<file path="config.mk">
export PLATFORM = sky130hd
export DESIGN_NAME = uac_config_regs
export DESIGN_NICKNAME = d
export VERILOG_FILES = /design/src/include/uac_pkg.sv /design/src/rtl/uac_config_regs.sv /design/src/rtl/uac_meas_seq.sv /design/src/rtl/uac_spi_target.sv
export SDC_FILE = /design/constraint.sdc
export NUM_CORES = 1
export LEC_CHECK = 0
export CORE_ASPECT_RATIO = 0.8
export CORE_UTILIZATION = 30
export DETAILED_ROUTE_END_ITERATION = 12
export DONT_BUFFER_PORTS = 1
export HOLD_SLACK_MARGIN = 0.02
export PLACE_DENSITY = 0.47
export SETUP_SLACK_MARGIN = 0.2
export SLEW_MARGIN = 20
export SYNTH_ARGS = -nofsm -noshare
export SYNTH_HDL_FRONTEND = slang
export SYNTH_HIERARCHICAL = 1
export SYNTH_SLANG_ARGS = --single-unit
export TNS_END_PERCENT = 30
</file>
<file path="constraint.sdc">
create_clock -name SYS_CLK -period 2.55 [get_ports SYS_CLK]
set_input_delay 0 -clock SYS_CLK [delete_from_list [all_inputs] [get_ports SYS_CLK]]
set_output_delay 0 -clock SYS_CLK [all_outputs]
set_load 0.05 [all_outputs]
</file>
<file path="src/include/uac_pkg.sv">
// Constants, field layout and carrier types of the ultrasonic front-end configuration bank
package uac_pkg;

  // System clock and default listening window
  localparam int          CLK_FREQ_MHZ       = 20;
  localparam int          LISTEN_TIME_US     = 400;
  localparam int          LISTEN_CYCLES_DFLT = LISTEN_TIME_US * CLK_FREQ_MHZ;

  // Register addresses (6-bit serial address space)
  localparam logic [5:0]  ADDR_AVG_RX        = 6'h01;
  localparam logic [5:0]  ADDR_CHAN_MODE     = 6'h02;
  localparam logic [5:0]  ADDR_TEMP_ECHO     = 6'h03;

  // Values after reset
  localparam logic [7:0]  RST_AVG_RX         = 8'h40;
  localparam logic [7:0]  RST_CHAN_MODE      = 8'h00;
  localparam logic [7:0]  RST_TEMP_ECHO      = 8'h03;
  localparam logic [7:0]  RD_UNMAPPED        = 8'h00;

  // Averaging / receive register fields
  localparam int          AVG_HI             = 5;
  localparam int          AVG_LO             = 3;
  localparam int          RX_HI              = 2;
  localparam int          RX_LO              = 0;

  // Channel / mode register fields
  localparam int          CMS_BIT            = 7;
  localparam int          MTYPE_BIT          = 6;
  localparam int          DAMP_BIT           = 5;
  localparam int          SWAP_BIT           = 4;
  localparam int          PINSEL_BIT         = 3;
  localparam int          SWCH_BIT           = 2;
  localparam int          FTM_HI             = 1;
  localparam int          FTM_LO             = 0;

  // Temperature / echo register fields
  localparam int          TCH_BIT            = 6;
  localparam int          STYPE_BIT          = 5;
  localparam int          TDIV_BIT           = 4;
  localparam int          BLANK_BIT          = 3;
  localparam int          ECHO_HI            = 2;
  localparam int          ECHO_LO            = 0;

  // Decoded values
  localparam logic [5:0]  RX_FREE_COUNT      = 6'h20;
  localparam logic [1:0]  FTM_MODE2          = 2'h2;
  localparam logic [1:0]  FTM_RESERVED       = 2'h3;
  localparam logic [2:0]  TEMP_DIV8_CODE     = 3'h2;

  // Serial frame layout
  localparam int          CMD_WRITE_BIT      = 6;
  localparam logic [4:0]  SPI_CMD_BITS       = 5'h08;
  localparam logic [4:0]  SPI_FRAME_BITS     = 5'h10;

  // Register write request from the serial port
  typedef struct packed {
    logic [5:0] addr;
    logic [7:0] data;
  } uac_wr_type;

  // Configuration in force for the running measurement
  typedef struct packed {
    logic       common_mode_ext;
    logic       meas_temp;
    logic       damping;
    logic [1:0] flight_time_mode;
    logic       channel;
    logic       temp_rtd1_only;
    logic       sensor_pt500;
    logic [2:0] temp_div_code;
    logic       blanking;
    logic [2:0] echo_threshold_code;
    logic [2:0] average_cycle_code;
    logic [5:0] expected_stops;
  } uac_cfg_type;

  // Measurement sequencer states, Gray along idle-listen-done
  typedef enum logic [1:0] {
    SEQ_IDLE   = 2'b00,
    SEQ_LISTEN = 2'b01,
    SEQ_DONE   = 2'b11
  } uac_seq_type;

endpackage

</file>
<file path="src/rtl/uac_config_regs.sv">
// Configuration bank of the ultrasonic front end with trigger-aligned apply
//
// Function
// - Averaging code 0..7 selects 1 to 128 cycles, doubling per step.
// - Receive code 1..7 expects that many events, one stop pulse each.
// - Receive code 0 counts nothing and passes 32 stop pulses.
// - Channel/mode bit 7 picks internal (0) or external (1) common mode.
// - Measurement type bit: 0 time of flight, 1 temperature.
// - Damping bit: 0 burst damping off, 1 on.
// - Swap bit enables automatic channel swap, only in flight mode two.
// - Pin-select bit takes the active channel from the select pin.
// - With pin select set, swap and software channel bits are ignored.
// - Software channel bit: 0 channel one, 1 channel two.
// - Flight mode codes 0..2; code 3 reserved, host must not write it.
// - Temperature channel bit: 0 reference and both RTDs, 1 reference and RTD1.
// - Sensor type bit: 0 selects 1000-ohm, 1 selects 500-ohm platinum.
// - Temperature divider: 0 divides by 8, 1 reuses transmit divider.
// - Blanking bit enables power blanking in time-of-flight measurements.
// - Echo threshold code 0..7 maps -35 mV to -1500 mV below common mode.
// - Temperature/echo register resets to 0x03.
// - Short window raises timeout, returns idle, sets error, drives error low.
// - Mode two stays 2^code triggers per channel, then swaps if enabled.
`timescale 1ns/100ps
module uac_config_regs #(
  parameter int LISTEN_CYCLES = uac_pkg::LISTEN_CYCLES_DFLT  // Receive window in cycles
) (
  input  wire logic           SYS_CLK,             // 20 MHz system clock
  input  wire logic           SRST,                // Synchronous reset, high
  input  wire logic           SPI_SCLK,            // Serial clock
  input  wire logic           SPI_CSB_N,           // Serial select, low active
  input  wire logic           SPI_SDI,             // Serial data in
  output logic                SPI_SDO,             // Serial data out
  output logic                SPI_SDO_OE_N,        // SDO drive enable, low active
  input  wire logic           MEAS_TRIGGER,        // Rising edge starts a measurement
  input  wire logic           RX_EVENT,            // Qualified echo event pulse
  input  wire logic           CHANNEL_SELECT_PIN,  // External channel choice
  input  wire logic [2:0]     TRANSMIT_DIVIDER,    // Transmit divider code
  input  wire logic           ERROR_CLEAR,         // Clears the error flag
  input  wire logic           STATE_CLEAR,         // Aborts and resets averaging
  output uac_pkg::uac_cfg_type ACTIVE_CFG,         // Settings of this measurement
  output logic                STOP_PULSE,          // One pulse per received event
  output logic                MEAS_BUSY,           // Measurement window open
  output logic                MEAS_DONE,           // Window ended complete
  output logic                TEMP_CLK_EN,         // Temperature clock enable pulse
  output logic                ERROR_FLAG,          // Sticky timeout error
  output logic                ERROR_OUTPUT_LOW_N   // Error pin, low on error
);
  import uac_pkg::*;

  initial begin
    if (LISTEN_CYCLES < 1 || LISTEN_CYCLES > 65535) begin
      $error("LISTEN_CYCLES out of range");
    end
  end

  // Expected stop count from the receive code
  function automatic logic [5:0] rx_expected(input logic [2:0] code);
    if (code == 3'h0) begin
      return RX_FREE_COUNT;
    end
    return {3'h0, code};
  endfunction

  // Last index of an averaging run of 2^code triggers
  function automatic logic [6:0] avg_last(input logic [2:0] code);
    logic [7:0] len;
    len = 8'h01 << code;
    return 7'(len - 8'h01);
  endfunction

  // Ratio minus one of a divide by 2^(code+1)
  function automatic logic [7:0] div_last(input logic [2:0] code);
    logic [8:0] len;
    len = 9'h002 << code;
    return 8'(len - 9'h001);
  endfunction

  // Serial port
  logic [5:0] rd_addr;
  logic [7:0] rd_data;
  logic       wr_valid;
  uac_wr_type wr_req;

  uac_spi_target u_spi (
    .clk      (SYS_CLK),
    .srst     (SRST),
    .sclk     (SPI_SCLK),
    .csb_n    (SPI_CSB_N),
    .sdi      (SPI_SDI),
    .rd_data  (rd_data),
    .rd_addr  (rd_addr),
    .wr_valid (wr_valid),
    .wr_req   (wr_req),
    .sdo      (SPI_SDO),
    .sdo_oe_n (SPI_SDO_OE_N)
  );

  // Register file state
  logic [7:0] avg_rx_ff, nxt_avg_rx;
  logic [7:0] chan_mode_ff, nxt_chan_mode;
  logic [7:0] temp_echo_ff, nxt_temp_echo;

  // Register writes by address
  always_comb begin
    nxt_avg_rx    = avg_rx_ff;
    nxt_chan_mode = chan_mode_ff;
    nxt_temp_echo = temp_echo_ff;
    if (wr_valid) begin
      case (wr_req.addr)
        ADDR_AVG_RX:    nxt_avg_rx    = wr_req.data;
        ADDR_CHAN_MODE: nxt_chan_mode = wr_req.data;
        ADDR_TEMP_ECHO: nxt_temp_echo = wr_req.data;
        default:        nxt_avg_rx    = avg_rx_ff;
      endcase
    end
  end

  // Register file flops
  always_ff @(posedge SYS_CLK) begin
    if (SRST) begin
      avg_rx_ff    <= RST_AVG_RX;
      chan_mode_ff <= RST_CHAN_MODE;
      temp_echo_ff <= RST_TEMP_ECHO;
    end else begin
      avg_rx_ff    <= nxt_avg_rx;
      chan_mode_ff <= nxt_chan_mode;
      temp_echo_ff <= nxt_temp_echo;
    end
  end

  // Read-back mux, unmapped reads as zero
  always_comb begin
    case (rd_addr)
      ADDR_AVG_RX:    rd_data = avg_rx_ff;
      ADDR_CHAN_MODE: rd_data = chan_mode_ff;
      ADDR_TEMP_ECHO: rd_data = temp_echo_ff;
      default:        rd_data = RD_UNMAPPED;
    endcase
  end

  // Field views of the programmed registers
  logic [1:0] ftm_eff;
  logic       mode2, pin_sel, swap_en, sw_chan;
  assign ftm_eff = (chan_mode_ff[FTM_HI:FTM_LO] == FTM_RESERVED) ? 2'h0
                   : chan_mode_ff[FTM_HI:FTM_LO];
  assign mode2   = (ftm_eff == FTM_MODE2);
  assign pin_sel = chan_mode_ff[PINSEL_BIT];
  assign swap_en = chan_mode_ff[SWAP_BIT] & mode2 & ~pin_sel;
  assign sw_chan = chan_mode_ff[SWCH_BIT];

  // Trigger edge and measurement sequencer
  uac_cfg_type cfg_ff, nxt_cfg;
  logic trig_q_ff, seq_busy, seq_done, seq_timeout, stop_pulse, start;
  assign start = MEAS_TRIGGER & ~trig_q_ff & ~seq_busy & ~STATE_CLEAR;

  uac_meas_seq #(
    .LISTEN_CYCLES (LISTEN_CYCLES)
  ) u_seq (
    .clk        (SYS_CLK),
    .srst       (SRST),
    .start      (start),
    .abort      (STATE_CLEAR),
    .stop_event (RX_EVENT),
    .expected   (cfg_ff.expected_stops),
    .stop_pulse (stop_pulse),
    .busy       (seq_busy),
    .done       (seq_done),
    .timeout    (seq_timeout)
  );

  // Averaging run and channel swap state
  logic [6:0]  avg_cnt_ff, nxt_avg_cnt;
  logic        swap_ff, nxt_swap;
  logic        chan_now;

  // Channel chosen for the next trigger
  always_comb begin
    if (pin_sel) begin
      chan_now = CHANNEL_SELECT_PIN;
    end else if (swap_en) begin
      chan_now = sw_chan ^ swap_ff;
    end else begin
      chan_now = sw_chan;
    end
  end

  // Snapshot on each accepted trigger; averaging advances in flight mode two only
  always_comb begin
    nxt_cfg     = cfg_ff;
    nxt_avg_cnt = avg_cnt_ff;
    nxt_swap    = swap_ff;
    if (STATE_CLEAR) begin
      nxt_avg_cnt = 7'h00;
      nxt_swap    = 1'b0;
    end else if (start) begin
      nxt_cfg.common_mode_ext     = chan_mode_ff[CMS_BIT];
      nxt_cfg.meas_temp           = chan_mode_ff[MTYPE_BIT];
      nxt_cfg.damping             = chan_mode_ff[DAMP_BIT];
      nxt_cfg.flight_time_mode    = ftm_eff;
      nxt_cfg.channel             = chan_now;
      nxt_cfg.temp_rtd1_only      = temp_echo_ff[TCH_BIT];
      nxt_cfg.sensor_pt500        = temp_echo_ff[STYPE_BIT];
      nxt_cfg.temp_div_code       = temp_echo_ff[TDIV_BIT] ? TRANSMIT_DIVIDER
                                    : TEMP_DIV8_CODE;
      nxt_cfg.blanking            = temp_echo_ff[BLANK_BIT]
                                    & ~chan_mode_ff[MTYPE_BIT];
      nxt_cfg.echo_threshold_code = temp_echo_ff[ECHO_HI:ECHO_LO];
      nxt_cfg.average_cycle_code  = avg_rx_ff[AVG_HI:AVG_LO];
      nxt_cfg.expected_stops      = rx_expected(avg_rx_ff[RX_HI:RX_LO]);
      if (mode2) begin
        if (avg_cnt_ff >= avg_last(avg_rx_ff[AVG_HI:AVG_LO])) begin
          nxt_avg_cnt = 7'h00;
          nxt_swap    = swap_ff ^ swap_en;
        end else begin
          nxt_avg_cnt = avg_cnt_ff + 7'h01;
        end
      end
    end
  end

  // Snapshot and averaging flops
  always_ff @(posedge SYS_CLK) begin
    if (SRST) begin
      trig_q_ff  <= 1'b0;
      avg_cnt_ff <= 7'h00;
      swap_ff    <= 1'b0;
      cfg_ff     <= '{temp_div_code: TEMP_DIV8_CODE,
                      echo_threshold_code: RST_TEMP_ECHO[ECHO_HI:ECHO_LO],
                      expected_stops: RX_FREE_COUNT,
                      default: '0};
    end else begin
      trig_q_ff  <= MEAS_TRIGGER;
      avg_cnt_ff <= nxt_avg_cnt;
      swap_ff    <= nxt_swap;
      cfg_ff     <= nxt_cfg;
    end
  end

  // Temperature clock enable divider and error flag
  logic [7:0] div_ff, nxt_div;
  logic       div_en_ff, nxt_div_en, err_ff, nxt_err;

  always_comb begin
    nxt_div    = 8'h00;
    nxt_div_en = 1'b0;
    if (seq_busy && cfg_ff.meas_temp) begin
      if (div_ff >= div_last(cfg_ff.temp_div_code)) begin
        nxt_div_en = 1'b1;
      end else begin
        nxt_div = div_ff + 8'h01;
      end
    end
    // Timeout sets, clear removes; set wins
    nxt_err = (err_ff & ~ERROR_CLEAR) | seq_timeout;
  end

  // Divider and error flops
  always_ff @(posedge SYS_CLK) begin
    if (SRST) begin
      div_ff    <= 8'h00;
      div_en_ff <= 1'b0;
      err_ff    <= 1'b0;
    end else begin
      div_ff    <= nxt_div;
      div_en_ff <= nxt_div_en;
      err_ff    <= nxt_err;
    end
  end

  // Outputs
  assign ACTIVE_CFG         = cfg_ff;
  assign STOP_PULSE         = stop_pulse;
  assign MEAS_BUSY          = seq_busy;
  assign MEAS_DONE          = seq_done;
  assign TEMP_CLK_EN        = div_en_ff;
  assign ERROR_FLAG         = err_ff;
  assign ERROR_OUTPUT_LOW_N = ~err_ff;
endmodule // uac_config_regs

</file>
<file path="src/rtl/uac_meas_seq.sv">
// Receive-window sequencer: forwards stop events and times out the window
`timescale 1ns/100ps
module uac_meas_seq #(
  parameter int LISTEN_CYCLES = uac_pkg::LISTEN_CYCLES_DFLT  // Window length in cycles
) (
  input  wire logic       clk,         // System clock
  input  wire logic       srst,        // Synchronous reset
  input  wire logic       start,       // Begin a listening window
  input  wire logic       abort,       // Drop back to idle
  input  wire logic       stop_event,  // Qualified receive event
  input  wire logic [5:0] expected,    // Stops that end the window
  output logic            stop_pulse,  // One stop pulse per event
  output logic            busy,        // Window open
  output logic            done,        // Window ended complete
  output logic            timeout      // Window ended short
);
  import uac_pkg::*;

  localparam int TW = $clog2(LISTEN_CYCLES + 1);

  initial begin
    if (LISTEN_CYCLES < 1 || LISTEN_CYCLES > 65535) begin
      $error("LISTEN_CYCLES out of range");
    end
  end

  uac_seq_type st_ff, nxt_st;
  logic [TW-1:0] tmr_ff, nxt_tmr;
  logic [5:0]    evt_ff, nxt_evt;
  logic          stp_ff, nxt_stp, to_ff, nxt_to;

  // Window control
  always_comb begin
    nxt_st  = st_ff;
    nxt_tmr = tmr_ff;
    nxt_evt = evt_ff;
    nxt_stp = 1'b0;
    nxt_to  = 1'b0;
    case (st_ff)
      SEQ_IDLE: begin
        if (start && !abort) begin
          nxt_st  = SEQ_LISTEN;
          nxt_tmr = '0;
          nxt_evt = 6'h00;
        end
      end
      SEQ_LISTEN: begin
        if (abort) begin
          nxt_st  = SEQ_IDLE;
        end else if (stop_event) begin
          nxt_stp = 1'b1;
          nxt_evt = evt_ff + 6'h01;
          if (evt_ff + 6'h01 == expected) begin
            nxt_st = SEQ_DONE;
          end
        end else if (tmr_ff == TW'(LISTEN_CYCLES - 1)) begin
          nxt_st  = SEQ_IDLE;
          nxt_to  = 1'b1;
        end else begin
          nxt_tmr = tmr_ff + TW'(1);
        end
      end
      SEQ_DONE: begin
        nxt_st = SEQ_IDLE;
      end
      default: begin
        nxt_st = SEQ_IDLE;
      end
    endcase
  end

  // Window registers
  always_ff @(posedge clk) begin
    if (srst) begin
      st_ff  <= SEQ_IDLE;
      tmr_ff <= '0;
      evt_ff <= 6'h00;
      stp_ff <= 1'b0;
      to_ff  <= 1'b0;
    end else begin
      st_ff  <= nxt_st;
      tmr_ff <= nxt_tmr;
      evt_ff <= nxt_evt;
      stp_ff <= nxt_stp;
      to_ff  <= nxt_to;
    end
  end

  assign stop_pulse = stp_ff;
  assign busy       = (st_ff != SEQ_IDLE);
  assign done       = (st_ff == SEQ_DONE);
  assign timeout    = to_ff;
endmodule // uac_meas_seq

</file>
<file path="src/rtl/uac_spi_target.sv">
// Byte-wide serial target: command byte then one data byte, mode 0
`timescale 1ns/100ps
module uac_spi_target (
  input  wire logic             clk,       // System clock
  input  wire logic             srst,      // Synchronous reset
  input  wire logic             sclk,      // Serial clock
  input  wire logic             csb_n,     // Chip select, low active
  input  wire logic             sdi,       // Serial data in
  input  wire logic [7:0]       rd_data,   // Read data for rd_addr
  output logic [5:0]            rd_addr,   // Addressed register
  output logic                  wr_valid,  // One-cycle write strobe
  output uac_pkg::uac_wr_type   wr_req,    // Write address and data
  output logic                  sdo,       // Serial data out
  output logic                  sdo_oe_n   // SDO drive enable, low active
);
  import uac_pkg::*;

  logic [7:0] sh_ff, nxt_sh, cmd_ff, nxt_cmd, tx_ff, nxt_tx;
  logic [4:0] cnt_ff, nxt_cnt;
  logic       sclk_q_ff, ld_ff, nxt_ld, wr_ff, nxt_wr;
  uac_wr_type req_ff, nxt_req;
  logic       rise, fall;

  assign rise = sclk & ~sclk_q_ff;
  assign fall = ~sclk & sclk_q_ff;

  // Shift, count and decode of one frame
  always_comb begin
    nxt_sh  = sh_ff;
    nxt_cmd = cmd_ff;
    nxt_tx  = tx_ff;
    nxt_cnt = cnt_ff;
    nxt_ld  = 1'b0;
    nxt_wr  = 1'b0;
    nxt_req = req_ff;
    if (csb_n) begin
      nxt_cnt = 5'h00;  // Deselect always ends the frame
    end else if (rise && cnt_ff != SPI_FRAME_BITS) begin
      nxt_sh  = {sh_ff[6:0], sdi};
      nxt_cnt = cnt_ff + 5'h01;
      if (cnt_ff == SPI_CMD_BITS - 5'h01) begin
        nxt_cmd = {sh_ff[6:0], sdi};
        nxt_ld  = 1'b1;
      end
      if (cnt_ff == SPI_FRAME_BITS - 5'h01 && cmd_ff[CMD_WRITE_BIT]) begin
        nxt_wr  = 1'b1;
        nxt_req = '{addr: cmd_ff[5:0], data: {sh_ff[6:0], sdi}};
      end
    end else if (fall && cnt_ff > SPI_CMD_BITS) begin
      nxt_tx  = {tx_ff[6:0], 1'b0};
    end
    if (ld_ff) begin
      nxt_tx  = rd_data;
    end
  end

  // Frame state registers
  always_ff @(posedge clk) begin
    if (srst) begin
      sh_ff     <= 8'h00;
      cmd_ff    <= 8'h00;
      tx_ff     <= 8'h00;
      cnt_ff    <= 5'h00;
      sclk_q_ff <= 1'b0;
      ld_ff     <= 1'b0;
      wr_ff     <= 1'b0;
      req_ff    <= '0;
    end else begin
      sh_ff     <= nxt_sh;
      cmd_ff    <= nxt_cmd;
      tx_ff     <= nxt_tx;
      cnt_ff    <= nxt_cnt;
      sclk_q_ff <= sclk;
      ld_ff     <= nxt_ld;
      wr_ff     <= nxt_wr;
      req_ff    <= nxt_req;
    end
  end

  // Outputs; SDO driven only in the data byte of a read
  assign rd_addr  = cmd_ff[5:0];
  assign wr_valid = wr_ff;
  assign wr_req   = req_ff;
  assign sdo      = tx_ff[7];
  assign sdo_oe_n = ~(~csb_n && cnt_ff >= SPI_CMD_BITS && !cmd_ff[CMD_WRITE_BIT]);
endmodule // uac_spi_target

</file>
==> impl_results.md <==
- Flip-flop cell with the highest count after synthesis: sky130_fd_sc_hd__dfxtp_1
- Overall via count from detail_route: 5,076
- H-tree level count: 4
- Relative area change from synthesis to final layout: 21.99%
- Die Footprint: 0.02172 mm^2
- Max-slew violation count: 0
- Crit path capture type: flop
- Overall power after layout: 5.171 mW
- Die span in x: 164.5 um
- Comb pwr share: roughly 3.1%
- Share of final-layout standard cells stronger than drive strength 1: 17.12%
- Total number of yosys warnings: 6
- Shortest clock period the worst path allows after layout: 2613 ps
- Setup Skew: 7.677 ps
- Vias/cell: between 5 and 6
- Post-route setup slack: -63.08 ps
- Final weighted congestion in routability-driven placement: between 0.8 and 0.9
- Portion of the post-synthesis area used by sequential elements: 41.69%
- Later-pin clock latency in the skew report: roughly 420 ps
- Number of stages on the worst hold path: 2
- Count of maximum capacitance violations: 0
- R2R Path End: swap_ff
- Worst setup path start: avg_rx_ff[3]
- Floorplan die height: about 130 um
- Total clock buffers created by CTS: 17
- Peak supply drop: 456.3 uV
- Cell internal pwr: 4.115 mW
- Worst hold path class: in -> reg
- Clk root buf: sky130_fd_sc_hd__clkbuf_16
- Post-Route WL: 15,900 um
- Largest buffer count on any clock path: 2
- Wire length of the first global-routing pass: between 20,000 and 30,000 um
- Pre-CTS setup slack: -170.7 ps
- Crit Path Category: reg -> reg
- WL per Instance: 15.82 um
- Grt total ovfl: 0
- Row count: 47
- Violated checks: setup timing
- Sw power: between 1 and 1.5 mW
- Relative slew slack: 42.83%
- Initial drt markers: approximately 370
- Status: finished, violations left
- Placed Area: 0.006658 mm^2
- GRT Total Usage: about 15%
- Effective utilization at floorplan: a little under a third
- Post-detailed-route DRC marker count: 0
- Number of antenna violations at the first check in global routing: 1
- Length of the first detailed-routing pass in iterations: 4
- End of the critical path: swap_ff
- Static leakage: approximately 2.9 nW
- Boundary Pins: 45
- Share of total power in the clock network: 56.5%
- Worst endpoint required time: 2900 ps
- Antenna-violating nets left: 0
- Top achievable clock speed: around 380 MHz
- Core area: 0.02070 mm^2
- Antenna diode count: 0
- Post-route cell area: between 0.007 and 0.008 mm^2
- Synthesized cell area: ~0.0063 mm^2
- Largest net degree at the start of global routing: 100
- RSZ-0062 raised after global routing: true
- Average cell area after synthesis: 8.991 um^2
- Setup_tns: -457.8 ps
- HPWL after DPL: 10,860 um
- Final nets: 759
- Hold Worst Slack: ~51 ps
- Actual transition at the worst max-transition pin: between 800 and 900 ps
- Filler Cell Count: 2,070
- Number of buffers added on ports: 0
- Launch instance of the worst register-to-register path: avg_rx_ff[3]
- Synth async-reset ratio: 0%
- Biggest fanout along the worst timing path: 5
- Critical path data arrival time: 2970 ps
- CTS tree: built
- Reg2Reg Depth: 12
- Setup-violating endpoint count in the final report: 10
- Type of element launching the critical path: flop
- Count of endpoints failing hold in the final timing report: 0
- Number of enable-type register cells in the synthesized netlist: 0
- Pwr dens: about 670 mW/mm^2
- Reg2reg setup slack: -60 ps
- Sw Ratio: 20.42%
- Netlist cell types: 73
- Share of the clock period used by the worst path after layout: 102.5%
- CTS sink cnt: 132
- Total of flip-flops plus latches after synthesis: roughly 130
- Reg power frac: 40.4%
- Vias in the first global route: around 5,000
- Post-Syn Instances: 705
- Clock-pin transition on the worst setup and hold timing paths: 60 ps
worst min-delay path by stage:
| stage | to | from | slack [ps] |
|---|---|---|---|
| after floorplan | u_seq/timeout | STATE_CLEAR | 80 |
| after global placement | u_spi/sclk_q_ff | SRST | 80 |
| after detailed placement | u_seq/timeout | STATE_CLEAR | 80 |
| after CTS | u_seq/st_ff[0] | RX_EVENT | 20 |
| after global routing | u_seq/stop_pulse | STATE_CLEAR | 40 |
| final | u_seq/stop_pulse | STATE_CLEAR | 50 |
power by group through the flow:
stage,clock [mW],combinational (mW),sequential (mW)
finish,2.92,0.162,2.09
global route,3.09,0.177,2.09
CTS,2.98,0.158,2.09
detailed placement,0,0.108,2.13
global placement,0,0.106,2.13
floorplan,0,0.109,2.13
final cells by class:
| class | count | area [um^2] | share of cell area, % |
|---|---|---|---|
| Clock buffer | 19 | 454.2 | 5.874 |
| Clock inverter | 13 | 250.2 | 3.236 |
| Inverter | 16 | 62.56 | 0.8091 |
| Multi-Input combinational cell | 515 | 3605 | 46.62 |
| Sequential cell | 132 | 2654 | 34.32 |
| Tap cell | 269 | 336.6 | 4.353 |
| Timing Repair Buffer | 41 | 370.4 | 4.790 |
kinds of logic after synthesis:
group	Yosys count	share of synthesized area, %
compound gates	119	12.48
xor+xnor	27	3.948
fa+ha+maj	23	4.540
buf+inv	61	4.856
flops	132	41.69
mux	59	9.475
other cells	1	0.05916
simple gates	283	22.96
cells in the mapped netlist, drive strengths merged, types with 3 or more instances:
master | number | area share (%)
or4 | 9 | 1.1
o31ai | 8 | 1.0
nor4 | 4 | 0.39
inv | 16 | 0.95
clkbuf | 26 | 1.5
nand3b | 5 | 0.59
buf | 19 | 2.4
a211o | 4 | 0.55
a21o | 4 | 0.47
xnor2 | 9 | 1.2
and2 | 5 | 0.49
mux2i | 51 | 8.1
dfxtp | 132 | 42
nor2b | 11 | 1.2
nor2 | 104 | 6.5
nand2b | 3 | 0.30
nor3b | 4 | 0.73
or3 | 11 | 1.1
or2 | 3 | 0.30
ha | 23 | 4.5
nand2 | 66 | 3.9
mux2 | 8 | 1.4
a22oi | 8 | 0.95
o211ai | 16 | 1.9
nand4 | 7 | 0.79
o21ai | 17 | 1.3
and3 | 6 | 0.59
xor2 | 17 | 2.3
nor3 | 7 | 0.63
and4 | 4 | 0.59
nand3 | 22 | 1.7
a21oi | 44 | 3.5
sequential cells by signal, summed over array words and instances, names as in the netlist, 2 cells and up:
register / cells
avg_cnt_ff: 7
div_ff: 8
u_spi/sh_ff: 7
chan_mode_ff: 8
u_spi/tx_ff: 8
u_seq/evt_ff: 6
ACTIVE_CFG: 22
u_seq/st_ff: 2
avg_rx_ff: 8
temp_echo_ff: 8
u_spi/cmd_ff: 7
u_seq/tmr_ff: 13
u_spi/cnt_ff: 5
u_spi/wr_req: 14
per-layer routing:
metal  vias to the layer above  part of all wire (%)  GRT usage [%]
met5                         -                 0.082              0
met4                         2                   1.2          5.403
met3                        16                   3.7          4.215
met2                        74                    46          23.82
met1                      2471                    49          20.07
li1                       2513                     -              -
repair_timing:
item | CTS | global route
gates cloned | 0 | 0
pin swaps | 20 | 28
endpoints found under the hold margin | 131 | 0
setup buffers | 2 | 1
setup endpoints to repair | 20 | 31
hold buffers | 15 | 0
resized for setup | 11 | 35
cell usage in the layout (no fill, tap or decap), types with 7 or more instances in the layout:
| master | n |
|---|---|
| sky130_fd_sc_hd__nor2_1 | 95 |
| sky130_fd_sc_hd__a21oi_1 | 37 |
| sky130_fd_sc_hd__a21oi_2 | 7 |
| sky130_fd_sc_hd__a22oi_1 | 8 |
| sky130_fd_sc_hd__nand2_1 | 63 |
| sky130_fd_sc_hd__buf_4 | 24 |
| sky130_fd_sc_hd__xor2_1 | 17 |
| sky130_fd_sc_hd__o211ai_1 | 16 |
| sky130_fd_sc_hd__nand3_1 | 22 |
| sky130_fd_sc_hd__clkbuf_16 | 18 |
| sky130_fd_sc_hd__o31ai_1 | 7 |
| sky130_fd_sc_hd__ha_1 | 21 |
| sky130_fd_sc_hd__or3_1 | 8 |
| sky130_fd_sc_hd__nor2_2 | 7 |
| sky130_fd_sc_hd__dlygate4sd3_1 | 14 |
| sky130_fd_sc_hd__dfxtp_1 | 125 |
| sky130_fd_sc_hd__inv_1 | 15 |
| sky130_fd_sc_hd__mux2_2 | 8 |
| sky130_fd_sc_hd__bufinv_16 | 7 |
| sky130_fd_sc_hd__xnor2_1 | 9 |
| sky130_fd_sc_hd__o21ai_0 | 13 |
| sky130_fd_sc_hd__nor2b_1 | 10 |
| sky130_fd_sc_hd__mux2i_1 | 51 |
worst max-delay path, cell delays in order (launching register included):
cell	delay, ps
sky130_fd_sc_hd__dfxtp_2	320
sky130_fd_sc_hd__or3_4	390
sky130_fd_sc_hd__ha_4	190
sky130_fd_sc_hd__xor2_1	160
sky130_fd_sc_hd__nor2_1	130
sky130_fd_sc_hd__a21oi_2	50
sky130_fd_sc_hd__ha_1	290
sky130_fd_sc_hd__and3_4	180
sky130_fd_sc_hd__a221o_1	180
sky130_fd_sc_hd__a31oi_4	50
sky130_fd_sc_hd__buf_4	150
sky130_fd_sc_hd__or3_4	320
sky130_fd_sc_hd__a21boi_2	130
through the flow:
stage          utilization [%]  cells
2_1_floorplan                -    708
3_3_place_gp             32.16    955
3_5_place_dp             32.16    955
4_1_cts                  36.68   1004
5_1_grt                  37.35   1005
6_report                 37.35   1005
No activity file was read; power rests on OpenSTA's default activity.
